==> src/hdl/ttc_pkg.sv <==
// Constants shared by the three-timer counter unit
package ttc_pkg;

  // ==========================================================
  // Clock and prescaling
  localparam int          CLK_MHZ       = 250;
  localparam int          MC_CLKS       = 4;
  localparam int          STD_DIV_MC    = 3;
  localparam int unsigned MC_CNT_W      = 2;
  localparam int unsigned STD_CNT_W     = 2;

  // ==========================================================
  // Timer mode register field positions
  localparam int          TMR0_MODE_LSB = 0;
  localparam int          TMR0_FUNC_BIT = 2;
  localparam int          TMR0_GATE_BIT = 3;
  localparam int          TMR1_MODE_LSB = 4;
  localparam int          TMR1_FUNC_BIT = 6;
  localparam int          TMR1_GATE_BIT = 7;

  localparam logic [1:0]  MODE_13BIT    = 2'h0;
  localparam logic [1:0]  MODE_16BIT    = 2'h1;
  localparam logic [1:0]  MODE_RELOAD8  = 2'h2;
  localparam logic [1:0]  MODE_SPLIT    = 2'h3;

  // ==========================================================
  // Byte write strobes, flag clears, pin order
  localparam int          WR_LOW0       = 0;
  localparam int          WR_HIGH0      = 1;
  localparam int          WR_LOW1       = 2;
  localparam int          WR_HIGH1      = 3;
  localparam int          WR_LOW2       = 4;
  localparam int          WR_HIGH2      = 5;
  localparam int          WR_CAPLOW     = 6;
  localparam int          WR_CAPHIGH    = 7;
  localparam int          NUM_WR        = 8;

  localparam int          FL_OVF0       = 0;
  localparam int          FL_OVF1       = 1;
  localparam int          FL_OVF2       = 2;
  localparam int          FL_EXT2       = 3;
  localparam int          NUM_FL        = 4;

  localparam int          PIN_A         = 0;
  localparam int          PIN_B         = 1;
  localparam int          PIN_C         = 2;
  localparam int          PIN_TRIG      = 3;
  localparam int          NUM_PINS      = 4;

  // ==========================================================
  // Values
  localparam logic [7:0]  BYTE_RESET    = 8'h00;
  localparam logic [15:0] WORD_RESET    = 16'h0000;
  localparam logic [15:0] WORD_FULL     = 16'hFFFF;

endpackage

==> src/hdl/ttc_tick_if.sv <==
// Rate enables shared between the prescaler, edge sampler and counters
`timescale 1ns/1ps
`default_nettype none
interface ttc_tick_if;
  logic mc;
  logic std;
  logic half;
  modport src (output mc, output std, output half);
  modport dst (input mc, input std, input half);
endinterface
`default_nettype wire

==> src/hdl/ttc_edge.sv <==
// Once-per-machine-cycle falling-edge sampler for the count and trigger pins
`timescale 1ns/1ps
`default_nettype none
module ttc_edge #(
  parameter int N = 4
) (
  input  wire logic         clk_sys,
  input  wire logic         resetn,
  ttc_tick_if.dst           tk,
  input  wire logic [N-1:0] pins,
  output var  logic [N-1:0] fall
);
  typedef struct packed {
    logic [N-1:0] smp;
    logic [N-1:0] fall;
  } ttc_edge_t;

  ttc_edge_t st;
  ttc_edge_t next_st;

  if (N < 1) begin : g_chk
    $error("ttc_edge needs at least one pin");
  end

  always_comb begin
    next_st      = st;
    next_st.fall = '0;
    for (int i = 0; i < N; i++) begin
      if (tk.mc) begin
        // High sample then low sample one machine cycle later
        next_st.fall[i] = st.smp[i] & ~pins[i];
        next_st.smp[i]  = pins[i];
      end
    end
  end

  always_ff @(posedge clk_sys or negedge resetn) begin
    if (!resetn) begin
      st <= '0;
    end else begin
      st <= next_st;
    end
  end

  assign fall = st.fall;
endmodule
`default_nettype wire

==> src/hdl/ttc_prescale.sv <==
// Machine-cycle, divide-by-12 and divide-by-2 enable generator
`timescale 1ns/1ps
`default_nettype none
module ttc_prescale
  import ttc_pkg::*;
(
  input  wire logic   clk_sys,
  input  wire logic   resetn,
  ttc_tick_if.src     tk
);
  import ttc_pkg::*;

  typedef struct packed {
    logic [MC_CNT_W-1:0]  phase;
    logic [STD_CNT_W-1:0] mcs;
    logic                 mc;
    logic                 std;
    logic                 half;
  } ttc_pre_t;

  ttc_pre_t st;
  ttc_pre_t next_st;

  always_comb begin
    next_st      = st;
    next_st.mc   = (st.phase == MC_CNT_W'(MC_CLKS - 2));
    next_st.std  = 1'b0;
    next_st.half = ~st.half;
    next_st.phase = (st.phase == MC_CNT_W'(MC_CLKS - 1)) ? '0 : st.phase + 1'b1;
    if (next_st.mc) begin
      next_st.std = (st.mcs == STD_CNT_W'(STD_DIV_MC - 1));
      next_st.mcs = next_st.std ? '0 : st.mcs + 1'b1;
    end
  end

  always_ff @(posedge clk_sys or negedge resetn) begin
    if (!resetn) begin
      st <= '0;
    end else begin
      st <= next_st;
    end
  end

  assign tk.mc   = st.mc;
  assign tk.std  = st.std;
  assign tk.half = st.half;
endmodule
`default_nettype wire

==> src/hdl/ttc_top.sv <==
// Timer 0, timer 1 and timer 2 counting, reload, capture and clock-out
`timescale 1ns/1ps
`default_nettype none
module ttc_top
  import ttc_pkg::*;
(
  input  wire logic                     clk_sys,
  input  wire logic                     resetn,
  input  wire logic [7:0]               timer_mode_reg,
  input  wire logic                     timer0_turbo_sel,
  input  wire logic                     timer1_turbo_sel,
  input  wire logic                     third_turbo_sel,
  input  wire logic                     run_bit,
  input  wire logic                     second_run_bit,
  input  wire logic                     gate_input_pin0,
  input  wire logic                     gate_input_pin1,
  input  wire logic                     count_pin_a,
  input  wire logic                     count_pin_b,
  input  wire logic                     third_count_pin,
  input  wire logic                     trigger_pin,
  input  wire logic                     third_source_select,
  input  wire logic                     third_run_bit,
  input  wire logic                     tx_baud_select,
  input  wire logic                     rx_baud_select,
  input  wire logic                     capture_reload_select,
  input  wire logic                     clock_out_enable,
  input  wire logic                     external_enable,
  input  wire logic                     capture_clear_enable,
  input  wire logic                     down_count_enable,
  input  wire logic [ttc_pkg::NUM_WR-1:0] byte_wr,
  input  wire logic [7:0]               byte_wr_data,
  input  wire logic [ttc_pkg::NUM_FL-1:0] flag_clr,
  output var  logic [15:0]              timer0_count,
  output var  logic [15:0]              timer1_count,
  output var  logic [15:0]              timer2_count,
  output var  logic [15:0]              capture_value,
  output var  logic                     overflow_flag,
  output var  logic                     second_overflow_flag,
  output var  logic                     third_overflow_flag,
  output var  logic                     external_flag,
  output var  logic                     third_irq,
  output var  logic                     timer1_baud_tick,
  output var  logic                     timer2_baud_tick,
  output var  logic                     clock_out_pin
);
  import ttc_pkg::*;

  // ==========================================================
  // State
  typedef struct packed {
    logic [7:0]  low0;
    logic [7:0]  high0;
    logic [7:0]  low1;
    logic [7:0]  high1;
    logic [15:0] cnt2;
    logic [15:0] cap2;
    logic        ovf0;
    logic        ovf1;
    logic        ovf2;
    logic        ext2;
    logic        irq2;
    logic        baud1;
    logic        baud2;
    logic        clkout;
  } ttc_state_t;

  ttc_state_t st;
  ttc_state_t next_st;

  ttc_tick_if tk ();
  logic [NUM_PINS-1:0] fall;

  ttc_prescale u_pre (
    .clk_sys (clk_sys),
    .resetn  (resetn),
    .tk      (tk)
  );

  ttc_edge #(.N(NUM_PINS)) u_edge (
    .clk_sys (clk_sys),
    .resetn  (resetn),
    .tk      (tk),
    .pins    ({trigger_pin, third_count_pin, count_pin_b, count_pin_a}),
    .fall    (fall)
  );

  // ==========================================================
  // One counting step of timer 0 or 1: {overflow, high, low}
  function automatic logic [16:0] f_step(input logic [1:0] m, input logic [7:0] h, input logic [7:0] l);
    logic [5:0]  lo5;
    logic [8:0]  hi9;
    logic [8:0]  l9;
    logic [16:0] s;
    lo5 = {1'b0, l[4:0]} + 6'h01;
    hi9 = {1'b0, h} + 9'h001;
    l9  = {1'b0, l} + 9'h001;
    s   = {1'b0, h, l} + 17'h00001;
    unique case (m)
      MODE_13BIT:   f_step = lo5[5] ? {hi9, l[7:5], lo5[4:0]} : {1'b0, h, l[7:5], lo5[4:0]};
      MODE_16BIT:   f_step = s;
      MODE_RELOAD8: f_step = l9[8] ? {1'b1, h, h} : {1'b0, h, l9[7:0]};
      MODE_SPLIT:   f_step = {1'b0, h, l};
    endcase
  endfunction

  // ==========================================================
  // Decode
  logic [1:0]  mode0;
  logic [1:0]  mode1;
  logic        split0;
  logic        tick0;
  logic        tick1;
  logic        cyc0;
  logic        step0;
  logic        step1;
  logic        step0h;
  logic        baud_md;
  logic        co_md;
  logic        cap_md;
  logic        ud_md;
  logic        tick2;
  logic        step2;
  logic        trig;
  logic        no_wr;
  logic [16:0] r0;
  logic [16:0] r1;
  logic [16:0] inc2;

  always_comb begin
    mode0  = timer_mode_reg[TMR0_MODE_LSB +: 2];
    mode1  = timer_mode_reg[TMR1_MODE_LSB +: 2];
    split0 = (mode0 == MODE_SPLIT);
    cyc0   = timer0_turbo_sel ? tk.mc : tk.std;
    tick0  = timer_mode_reg[TMR0_FUNC_BIT] ? fall[PIN_A] : cyc0;
    tick1  = timer_mode_reg[TMR1_FUNC_BIT] ? fall[PIN_B] : (timer1_turbo_sel ? tk.mc : tk.std);
    step0  = tick0 & run_bit & (~timer_mode_reg[TMR0_GATE_BIT] | gate_input_pin0);
    // Timer 1 runs free of its run bit while timer 0 borrows it
    step1  = tick1 & (split0 | second_run_bit) & (~timer_mode_reg[TMR1_GATE_BIT] | gate_input_pin1);
    step0h = split0 & second_run_bit & cyc0;
    r0     = f_step(mode0, st.high0, st.low0);
    r1     = f_step(mode1, st.high1, st.low1);
    baud_md = (tx_baud_select | rx_baud_select) & ~clock_out_enable;
    co_md   = clock_out_enable & ~capture_reload_select;
    cap_md  = capture_reload_select & ~(tx_baud_select | rx_baud_select);
    ud_md   = ~capture_reload_select & ~(tx_baud_select | rx_baud_select) & ~clock_out_enable & down_count_enable;
    // Clock-out counts at clock/2 so one wrap is half a period
    tick2  = third_source_select ? fall[PIN_C]
           : (co_md ? tk.half : (third_turbo_sel ? tk.mc : tk.std));
    step2  = third_run_bit & tick2;
    trig   = fall[PIN_TRIG] & external_enable;
    inc2   = {1'b0, st.cnt2} + 17'h00001;
    no_wr  = (byte_wr == '0);
  end

  // ==========================================================
  // Next state
  always_comb begin
    logic set0;
    logic set1;
    logic set2;
    logic setx;
    logic tglx;
    logic [8:0] lo9;
    logic [8:0] hi9;
    set0 = 1'b0;
    set1 = 1'b0;
    set2 = 1'b0;
    setx = 1'b0;
    tglx = 1'b0;
    lo9  = {1'b0, st.low0} + 9'h001;
    hi9  = {1'b0, st.high0} + 9'h001;
    next_st       = st;
    next_st.baud1 = 1'b0;
    next_st.baud2 = 1'b0;

    if (split0) begin
      if (step0) begin
        next_st.low0 = lo9[7:0];
        set0 = lo9[8];
      end
      if (step0h) begin
        next_st.high0 = hi9[7:0];
        set1 = hi9[8];
      end
    end else if (step0) begin
      {set0, next_st.high0, next_st.low0} = r0;
    end

    if (mode1 != MODE_SPLIT && step1) begin
      {next_st.baud1, next_st.high1, next_st.low1} = r1;
      set1 = set1 | (r1[16] & ~split0);
    end

    if (cap_md) begin
      if (step2) begin
        next_st.cnt2 = inc2[15:0];
        set2 = inc2[16];
      end
      if (trig) begin
        next_st.cap2 = st.cnt2;
        setx = 1'b1;
        if (capture_clear_enable) begin
          next_st.cnt2 = WORD_RESET;
        end
      end
    end else if (ud_md) begin
      if (step2 && trigger_pin) begin
        next_st.cnt2 = inc2[16] ? st.cap2 : inc2[15:0];
        set2 = inc2[16];
        tglx = inc2[16];
      end else if (step2) begin
        next_st.cnt2 = (st.cnt2 == st.cap2) ? WORD_FULL : st.cnt2 - 16'h0001;
        set2 = (st.cnt2 == st.cap2);
        tglx = (st.cnt2 == st.cap2);
      end
    end else if (baud_md || co_md) begin
      if (step2 && inc2[16]) begin
        next_st.cnt2   = st.cap2;
        next_st.baud2  = baud_md;
        next_st.clkout = co_md ? ~st.clkout : st.clkout;
      end else if (step2) begin
        next_st.cnt2 = inc2[15:0];
      end
      setx = baud_md & trig;
    end else begin
      if (step2) begin
        next_st.cnt2 = inc2[16] ? st.cap2 : inc2[15:0];
        set2 = inc2[16];
      end
      if (trig) begin
        next_st.cnt2 = st.cap2;
        setx = 1'b1;
      end
    end

    // Hardware set wins over a clear in the same cycle
    next_st.ovf0 = (st.ovf0 & ~flag_clr[FL_OVF0]) | set0;
    next_st.ovf1 = (st.ovf1 & ~flag_clr[FL_OVF1]) | set1;
    next_st.ovf2 = (st.ovf2 & ~flag_clr[FL_OVF2]) | set2;
    next_st.ext2 = tglx ? ~st.ext2 : ((st.ext2 & ~flag_clr[FL_EXT2]) | setx);

    // Software byte writes override counting
    if (byte_wr[WR_LOW0])    next_st.low0       = byte_wr_data;
    if (byte_wr[WR_HIGH0])   next_st.high0      = byte_wr_data;
    if (byte_wr[WR_LOW1])    next_st.low1       = byte_wr_data;
    if (byte_wr[WR_HIGH1])   next_st.high1      = byte_wr_data;
    if (byte_wr[WR_LOW2])    next_st.cnt2[7:0]  = byte_wr_data;
    if (byte_wr[WR_HIGH2])   next_st.cnt2[15:8] = byte_wr_data;
    if (byte_wr[WR_CAPLOW])  next_st.cap2[7:0]  = byte_wr_data;
    if (byte_wr[WR_CAPHIGH]) next_st.cap2[15:8] = byte_wr_data;

    next_st.irq2 = next_st.ovf2 | (next_st.ext2 & ~ud_md);
  end

  always_ff @(posedge clk_sys or negedge resetn) begin
    if (!resetn) begin
      st <= '0;
    end else begin
      st <= next_st;
    end
  end

  assign timer0_count         = {st.high0, st.low0};
  assign timer1_count         = {st.high1, st.low1};
  assign timer2_count         = st.cnt2;
  assign capture_value        = st.cap2;
  assign overflow_flag        = st.ovf0;
  assign second_overflow_flag = st.ovf1;
  assign third_overflow_flag  = st.ovf2;
  assign external_flag        = st.ext2;
  assign third_irq            = st.irq2;
  assign timer1_baud_tick     = st.baud1;
  assign timer2_baud_tick     = st.baud2;
  assign clock_out_pin        = st.clkout;
endmodule
`default_nettype wire

==> config.mk <==
export PLATFORM = sky130hd
export DESIGN_NAME = ttc_top
export DESIGN_NICKNAME = d
export VERILOG_FILES = /design/src/hdl/ttc_pkg.sv /design/src/hdl/ttc_tick_if.sv /design/src/hdl/ttc_edge.sv /design/src/hdl/ttc_prescale.sv /design/src/hdl/ttc_top.sv
export SDC_FILE = /design/constraint.sdc
export NUM_CORES = 1
export LEC_CHECK = 0
export CAP_MARGIN = 30
export CORE_AREA = 2 2 109 111
export CTS_BUF_LIST = sky130_fd_sc_hd__clkbuf_8
export CTS_CLUSTER_SIZE = 28
export DETAILED_ROUTE_END_ITERATION = 8
export DIE_AREA = 0 0 111 113
export DONT_BUFFER_PORTS = 1
export HOLD_SLACK_MARGIN = 0.08
export PLACE_DENSITY = 0.82
export SETUP_SLACK_MARGIN = 0.1
export SKIP_CTS_REPAIR_TIMING = 1
export SLEW_MARGIN = 30
export SYNTH_ARGS = -nofsm -noshare
export SYNTH_HDL_FRONTEND = slang
export SYNTH_SLANG_ARGS = --single-unit
==> constraint.sdc <==
create_clock -name clk_sys -period 3.1 [get_ports clk_sys]
set_clock_uncertainty 0.1 [all_clocks]
set_input_delay 0.62 -clock clk_sys [delete_from_list [all_inputs] [get_ports clk_sys]]
set_output_delay 0.62 -clock clk_sys [all_outputs]
set_load 0.02 [all_outputs]
==> metrics.txt <==
# TYPE chip_impl_metric gauge
chip_impl_metric{name="viasPerCell",unit=""} 7.280
chip_impl_metric{name="clock_pin_slew_on_the_worst_setup_and_hold_paths",unit="ps"} 100
chip_impl_metric{name="worst_ep_arrival_time",unit="ps"} 3150
chip_impl_metric{name="dp_hpwl",unit="mm"} 19.44
chip_impl_metric{name="non_filler_instances",unit=""} 1083
chip_impl_metric{name="firstDrtPassIters",unit=""} 5
chip_impl_metric{name="drt-initial-drc-count",unit=""} 881
chip_impl_metric{name="timing.hold.worst_path_depth",unit=""} 1
chip_impl_metric{name="route.final.wire_length",unit="mm"} 26.92
chip_impl_metric{name="hold_ws",unit="ps"} 187.7
chip_impl_metric{name="final_core_utilization",unit="%"} 70.96
chip_impl_metric{name="synthesis.yosys.warnings",unit=""} 0
chip_impl_metric{name="crit_path_max_fanout",unit=""} 10
chip_impl_metric{name="synth_edf_count",unit=""} 0
chip_impl_info{name="type_of_origin_of_the_critical_path",value="register"} 1
chip_impl_metric{name="detail_route.drc_violations",unit=""} 0
chip_impl_info{name="category_of_the_most_critical_setup_path",value="reg -> reg"} 1
chip_impl_metric{name="area_delta_synth_final",unit="%"} 7.337
chip_impl_metric{name="post_synth.cell_area_avg",unit="µm²"} 8.022
chip_impl_info{name="synth.cells.most_frequent",value="sky130_fd_sc_hd__nand2_1 (104), sky130_fd_sc_hd__dfrtp_1 (87), sky130_fd_sc_hd__a21oi_1 (79), sky130_fd_sc_hd__o21ai_0 (72), sky130_fd_sc_hd__nor2_1 (67)"} 1
chip_impl_metric{name="syn-num-nets",unit=""} 991
chip_impl_metric{name="vdd.ir_drop.worst",unit="mV"} 0.3132
chip_impl_metric{name="cts-buffers-inserted",unit=""} 9
chip_impl_metric{name="ys_seq_elements",unit=""} 87
chip_impl_metric{name="netlist.area_leader.share",unit="%"} 29.21
chip_impl_metric{name="pwr-share-clk",unit="%"} 25.4
chip_impl_metric{name="achievable-frequency",unit="MHz"} 343.6
chip_impl_info{name="dominantRegCellSynth",value="sky130_fd_sc_hd__dfrtp_1"} 1
chip_impl_metric{name="syn_inst",unit=""} 929
chip_impl_metric{name="final-setup-viol-count",unit=""} 0
chip_impl_info{name="worst_hold_path_type",value="in -> reg"} 1
chip_impl_metric{name="clk_latency_worst_skew_pair",unit="ps"} 400
chip_impl_metric{name="numPlacedInstances",unit=""} 1065
chip_impl_metric{name="final.min_clock_period",unit="ps"} 2910
chip_impl_metric{name="grt_pass1_vias",unit=""} 7454
chip_impl_metric{name="grt.total_usage",unit="%"} 41.89
chip_impl_metric{name="layout.filler_cells",unit=""} 865
chip_impl_metric{name="num_antenna_cells",unit=""} 0
chip_impl_metric{name="synth_cell_types",unit=""} 90
chip_impl_metric{name="clock-sinks",unit=""} 87
chip_impl_metric{name="post_route_cells_drive_above_1_share",unit="%"} 13.83
chip_impl_metric{name="grt-ovfl-total",unit=""} 0
chip_impl_metric{name="nets",unit=""} 997
chip_impl_metric{name="share_comb_of_total_power",unit="%"} 30.4
chip_impl_metric{name="ctsLongestPathBuffers",unit=""} 2
chip_impl_metric{name="tot_pwr",unit="mW"} 3.433
chip_impl_metric{name="floorplan.die.height",unit="µm"} 113
chip_impl_metric{name="h-tree-depth",unit=""} 3
chip_impl_info{name="timing.critical_path.to_type",value="register"} 1
chip_impl_metric{name="syn_area",unit="mm²"} 0.007452
chip_impl_metric{name="power_density",unit="mW/mm²"} 429.2
chip_impl_metric{name="internal_power_summed_over_all_cells",unit="mW"} 2.038
chip_impl_info{name="leading_post_synthesis_cells_by_cell_area",value="sky130_fd_sc_hd__dfrtp_1 (29%), sky130_fd_sc_hd__a21oi_1 (5.3%), sky130_fd_sc_hd__nand2_1 (5.2%), sky130_fd_sc_hd__o21ai_0 (4.8%), sky130_fd_sc_hd__xor2_1 (4.3%)"} 1
chip_impl_metric{name="pwr-share-seq",unit="%"} 44.2
chip_impl_info{name="synth.most_common_cell",value="sky130_fd_sc_hd__nand2_1"} 1
chip_impl_metric{name="cap_viol_max_count",unit=""} 0
chip_impl_metric{name="detail_route.wl_per_cell",unit="µm"} 24.86
chip_impl_metric{name="initial_utilization",unit="%"} 66.11
chip_impl_metric{name="total_switching_power",unit="mW"} 1.395
chip_impl_metric{name="floorplan.die_area",unit="mm²"} 0.01254
chip_impl_metric{name="drv_slew",unit=""} 0
chip_impl_metric{name="final.setup.worst_slack",unit="ps"} 189.5
chip_impl_metric{name="dpl-instance-area",unit="mm²"} 0.007752
chip_impl_info{name="yosysTopAreaCell",value="sky130_fd_sc_hd__dfrtp_1"} 1
chip_impl_info{name="cts_root_buf",value="sky130_fd_sc_hd__clkbuf_8"} 1
chip_impl_metric{name="die-width",unit="µm"} 111
chip_impl_metric{name="final_hold_viol_count",unit=""} 0
chip_impl_metric{name="remaining_antenna_violation_count_after_routing",unit=""} 0
chip_impl_metric{name="fin_crit_sh",unit="%"} 93.89
chip_impl_metric{name="synthArstFlopShare",unit="%"} 100.0
chip_impl_metric{name="crit_required",unit="ps"} 3340
chip_impl_metric{name="swShare",unit="%"} 40.63
chip_impl_metric{name="tightestPinTransition",unit="ps"} 881.3
chip_impl_metric{name="largest_net_degree_at_the_start_of_global_routing",unit=""} 88
chip_impl_metric{name="grt_pass1_wl",unit="mm"} 40.96
chip_impl_metric{name="design_area",unit="mm²"} 0.007999
chip_impl_metric{name="core-area",unit="mm²"} 0.01127
chip_impl_info{name="cts_tree",value="yes"} 1
chip_impl_info{name="grt_setup_unrepaired",value="false"} 1
chip_impl_metric{name="finalWeightedCongestion",unit=""} 1.025
chip_impl_metric{name="grt_antenna_before_repair",unit=""} 0
chip_impl_metric{name="routed-via-count",unit=""} 7884
chip_impl_info{name="outcome",value="finished clean"} 1
chip_impl_metric{name="preCtsSetupSlack",unit="ps"} 233.7
chip_impl_metric{name="ios",unit=""} 122
chip_impl_metric{name="timing.max_slew.rel_slack",unit="%"} 41.25
chip_impl_metric{name="leak_pwr",unit="nW"} 3.314
chip_impl_metric{name="seq_area_frac_synth",unit="%"} 29.21
chip_impl_metric{name="floorplan.rows",unit=""} 39
chip_impl_metric{name="fin_setup_tns",unit="ps"} 0
chip_impl_metric{name="reg2regPathDepth",unit=""} 9
chip_impl_metric{name="io_buffer_count",unit=""} 0
## power by group through the flow
| stage | combinational (mW) | sequential [mW] | clock, mW |
|---|---|---|---|
| 6_report | 1.04 | 1.52 | 0.873 |
| 5_1_grt | 1.11 | 1.53 | 0.901 |
| 4_1_cts | 0.977 | 1.51 | 0.867 |
| 3_3_place_gp | 0.952 | 1.52 | 0 |
| 2_1_floorplan | 0.717 | 1.50 | 0 |
| 3_5_place_dp | 0.971 | 1.53 | 0 |
## placed cells by master (no fill, tap or decap), types with 14 or more instances in the layout
master,Yosys,layout
sky130_fd_sc_hd__nand2_1,104,104
sky130_fd_sc_hd__dfrtp_1,87,86
sky130_fd_sc_hd__a21oi_1,79,79
sky130_fd_sc_hd__o21ai_0,72,72
sky130_fd_sc_hd__nor2_1,67,67
sky130_fd_sc_hd__buf_4,5,58
sky130_fd_sc_hd__xor2_1,37,37
sky130_fd_sc_hd__xnor2_1,28,28
sky130_fd_sc_hd__inv_1,25,25
sky130_fd_sc_hd__mux2i_1,25,25
sky130_fd_sc_hd__nand3_1,25,25
sky130_fd_sc_hd__nor3_1,24,24
sky130_fd_sc_hd__nand2b_1,15,15
sky130_fd_sc_hd__o22ai_1,14,14
## state kept, by name, summed over array words and instances (netlist names), 4 cells and up
| signal | flops |
|---|---|
| u_pre.st | 4 |
| u_edge.fall | 4 |
| timer2_count | 16 |
| capture_value | 16 |
| timer0_count | 16 |
| timer1_count | 16 |
| u_edge.st | 4 |
## worst paths after layout
kind,from,to,slack [ps]
min in group asynchronous,resetn,timer1_count[11],670
worst min-delay path,clock_out_enable,timer2_baud_tick,190
worst max register to register,timer2_count[4],timer2_count[15],190
worst max-delay path,timer2_count[4],timer2_count[15],190
worst min register to register,u_pre.tk.half,u_pre.tk.half,350
max in group asynchronous,resetn,timer0_count[14],1850
## area by class of cell
class                   count  area, µm²  share of cell area (%)
clock buffers              10      137.6                   1.721
clock inverters             6      66.31                  0.8290
inverters                  26      97.59                   1.220
multi-input cells         751       4867                   60.85
flip-flops and latches     87       2178                   27.23
well taps                 143      178.9                   2.237
repair buffers             60      473.0                   5.913
## routing by layer
metal	GRT usage [%]	part of all wire [%]	wire length [µm]	vias to the layer above
li1	-	-	-	3426
met1	51.73	35	9514	3638
met2	66.38	44	11880	660
met3	10.28	14	3637	160
met4	26.33	7.0	1888	0
met5	0	0	0	-
## cell families (layout without fill, tap and decap cells)
group / count (synthesis) / in the layout / synth area share [%]
AOI/OAI and AO/OA: 296 / 296 / 25.64
xor gates and xnor gates: 65 / 65 / 7.639
adders and majority gates: 12 / 12 / 2.015
buffers and inverters: 91 / 102 / 5.524
DFF: 87 / 87 / 29.21
muxes: 39 / 39 / 5.473
and+or+nand+nor: 339 / 339 / 24.50
## worst max-delay path, stage by stage (launching register included)
cell and delay, ps:
sky130_fd_sc_hd__dfrtp_1 550, sky130_fd_sc_hd__buf_4 310, sky130_fd_sc_hd__xor2_1 110, sky130_fd_sc_hd__nor4_2 490, sky130_fd_sc_hd__nand4_2 260, sky130_fd_sc_hd__buf_4 230, sky130_fd_sc_hd__nand2_1 70, sky130_fd_sc_hd__nand2_1 70
sky130_fd_sc_hd__a2111oi_0 510, sky130_fd_sc_hd__a2111o_1 160
No activity file was read; power rests on OpenSTA's default activity.
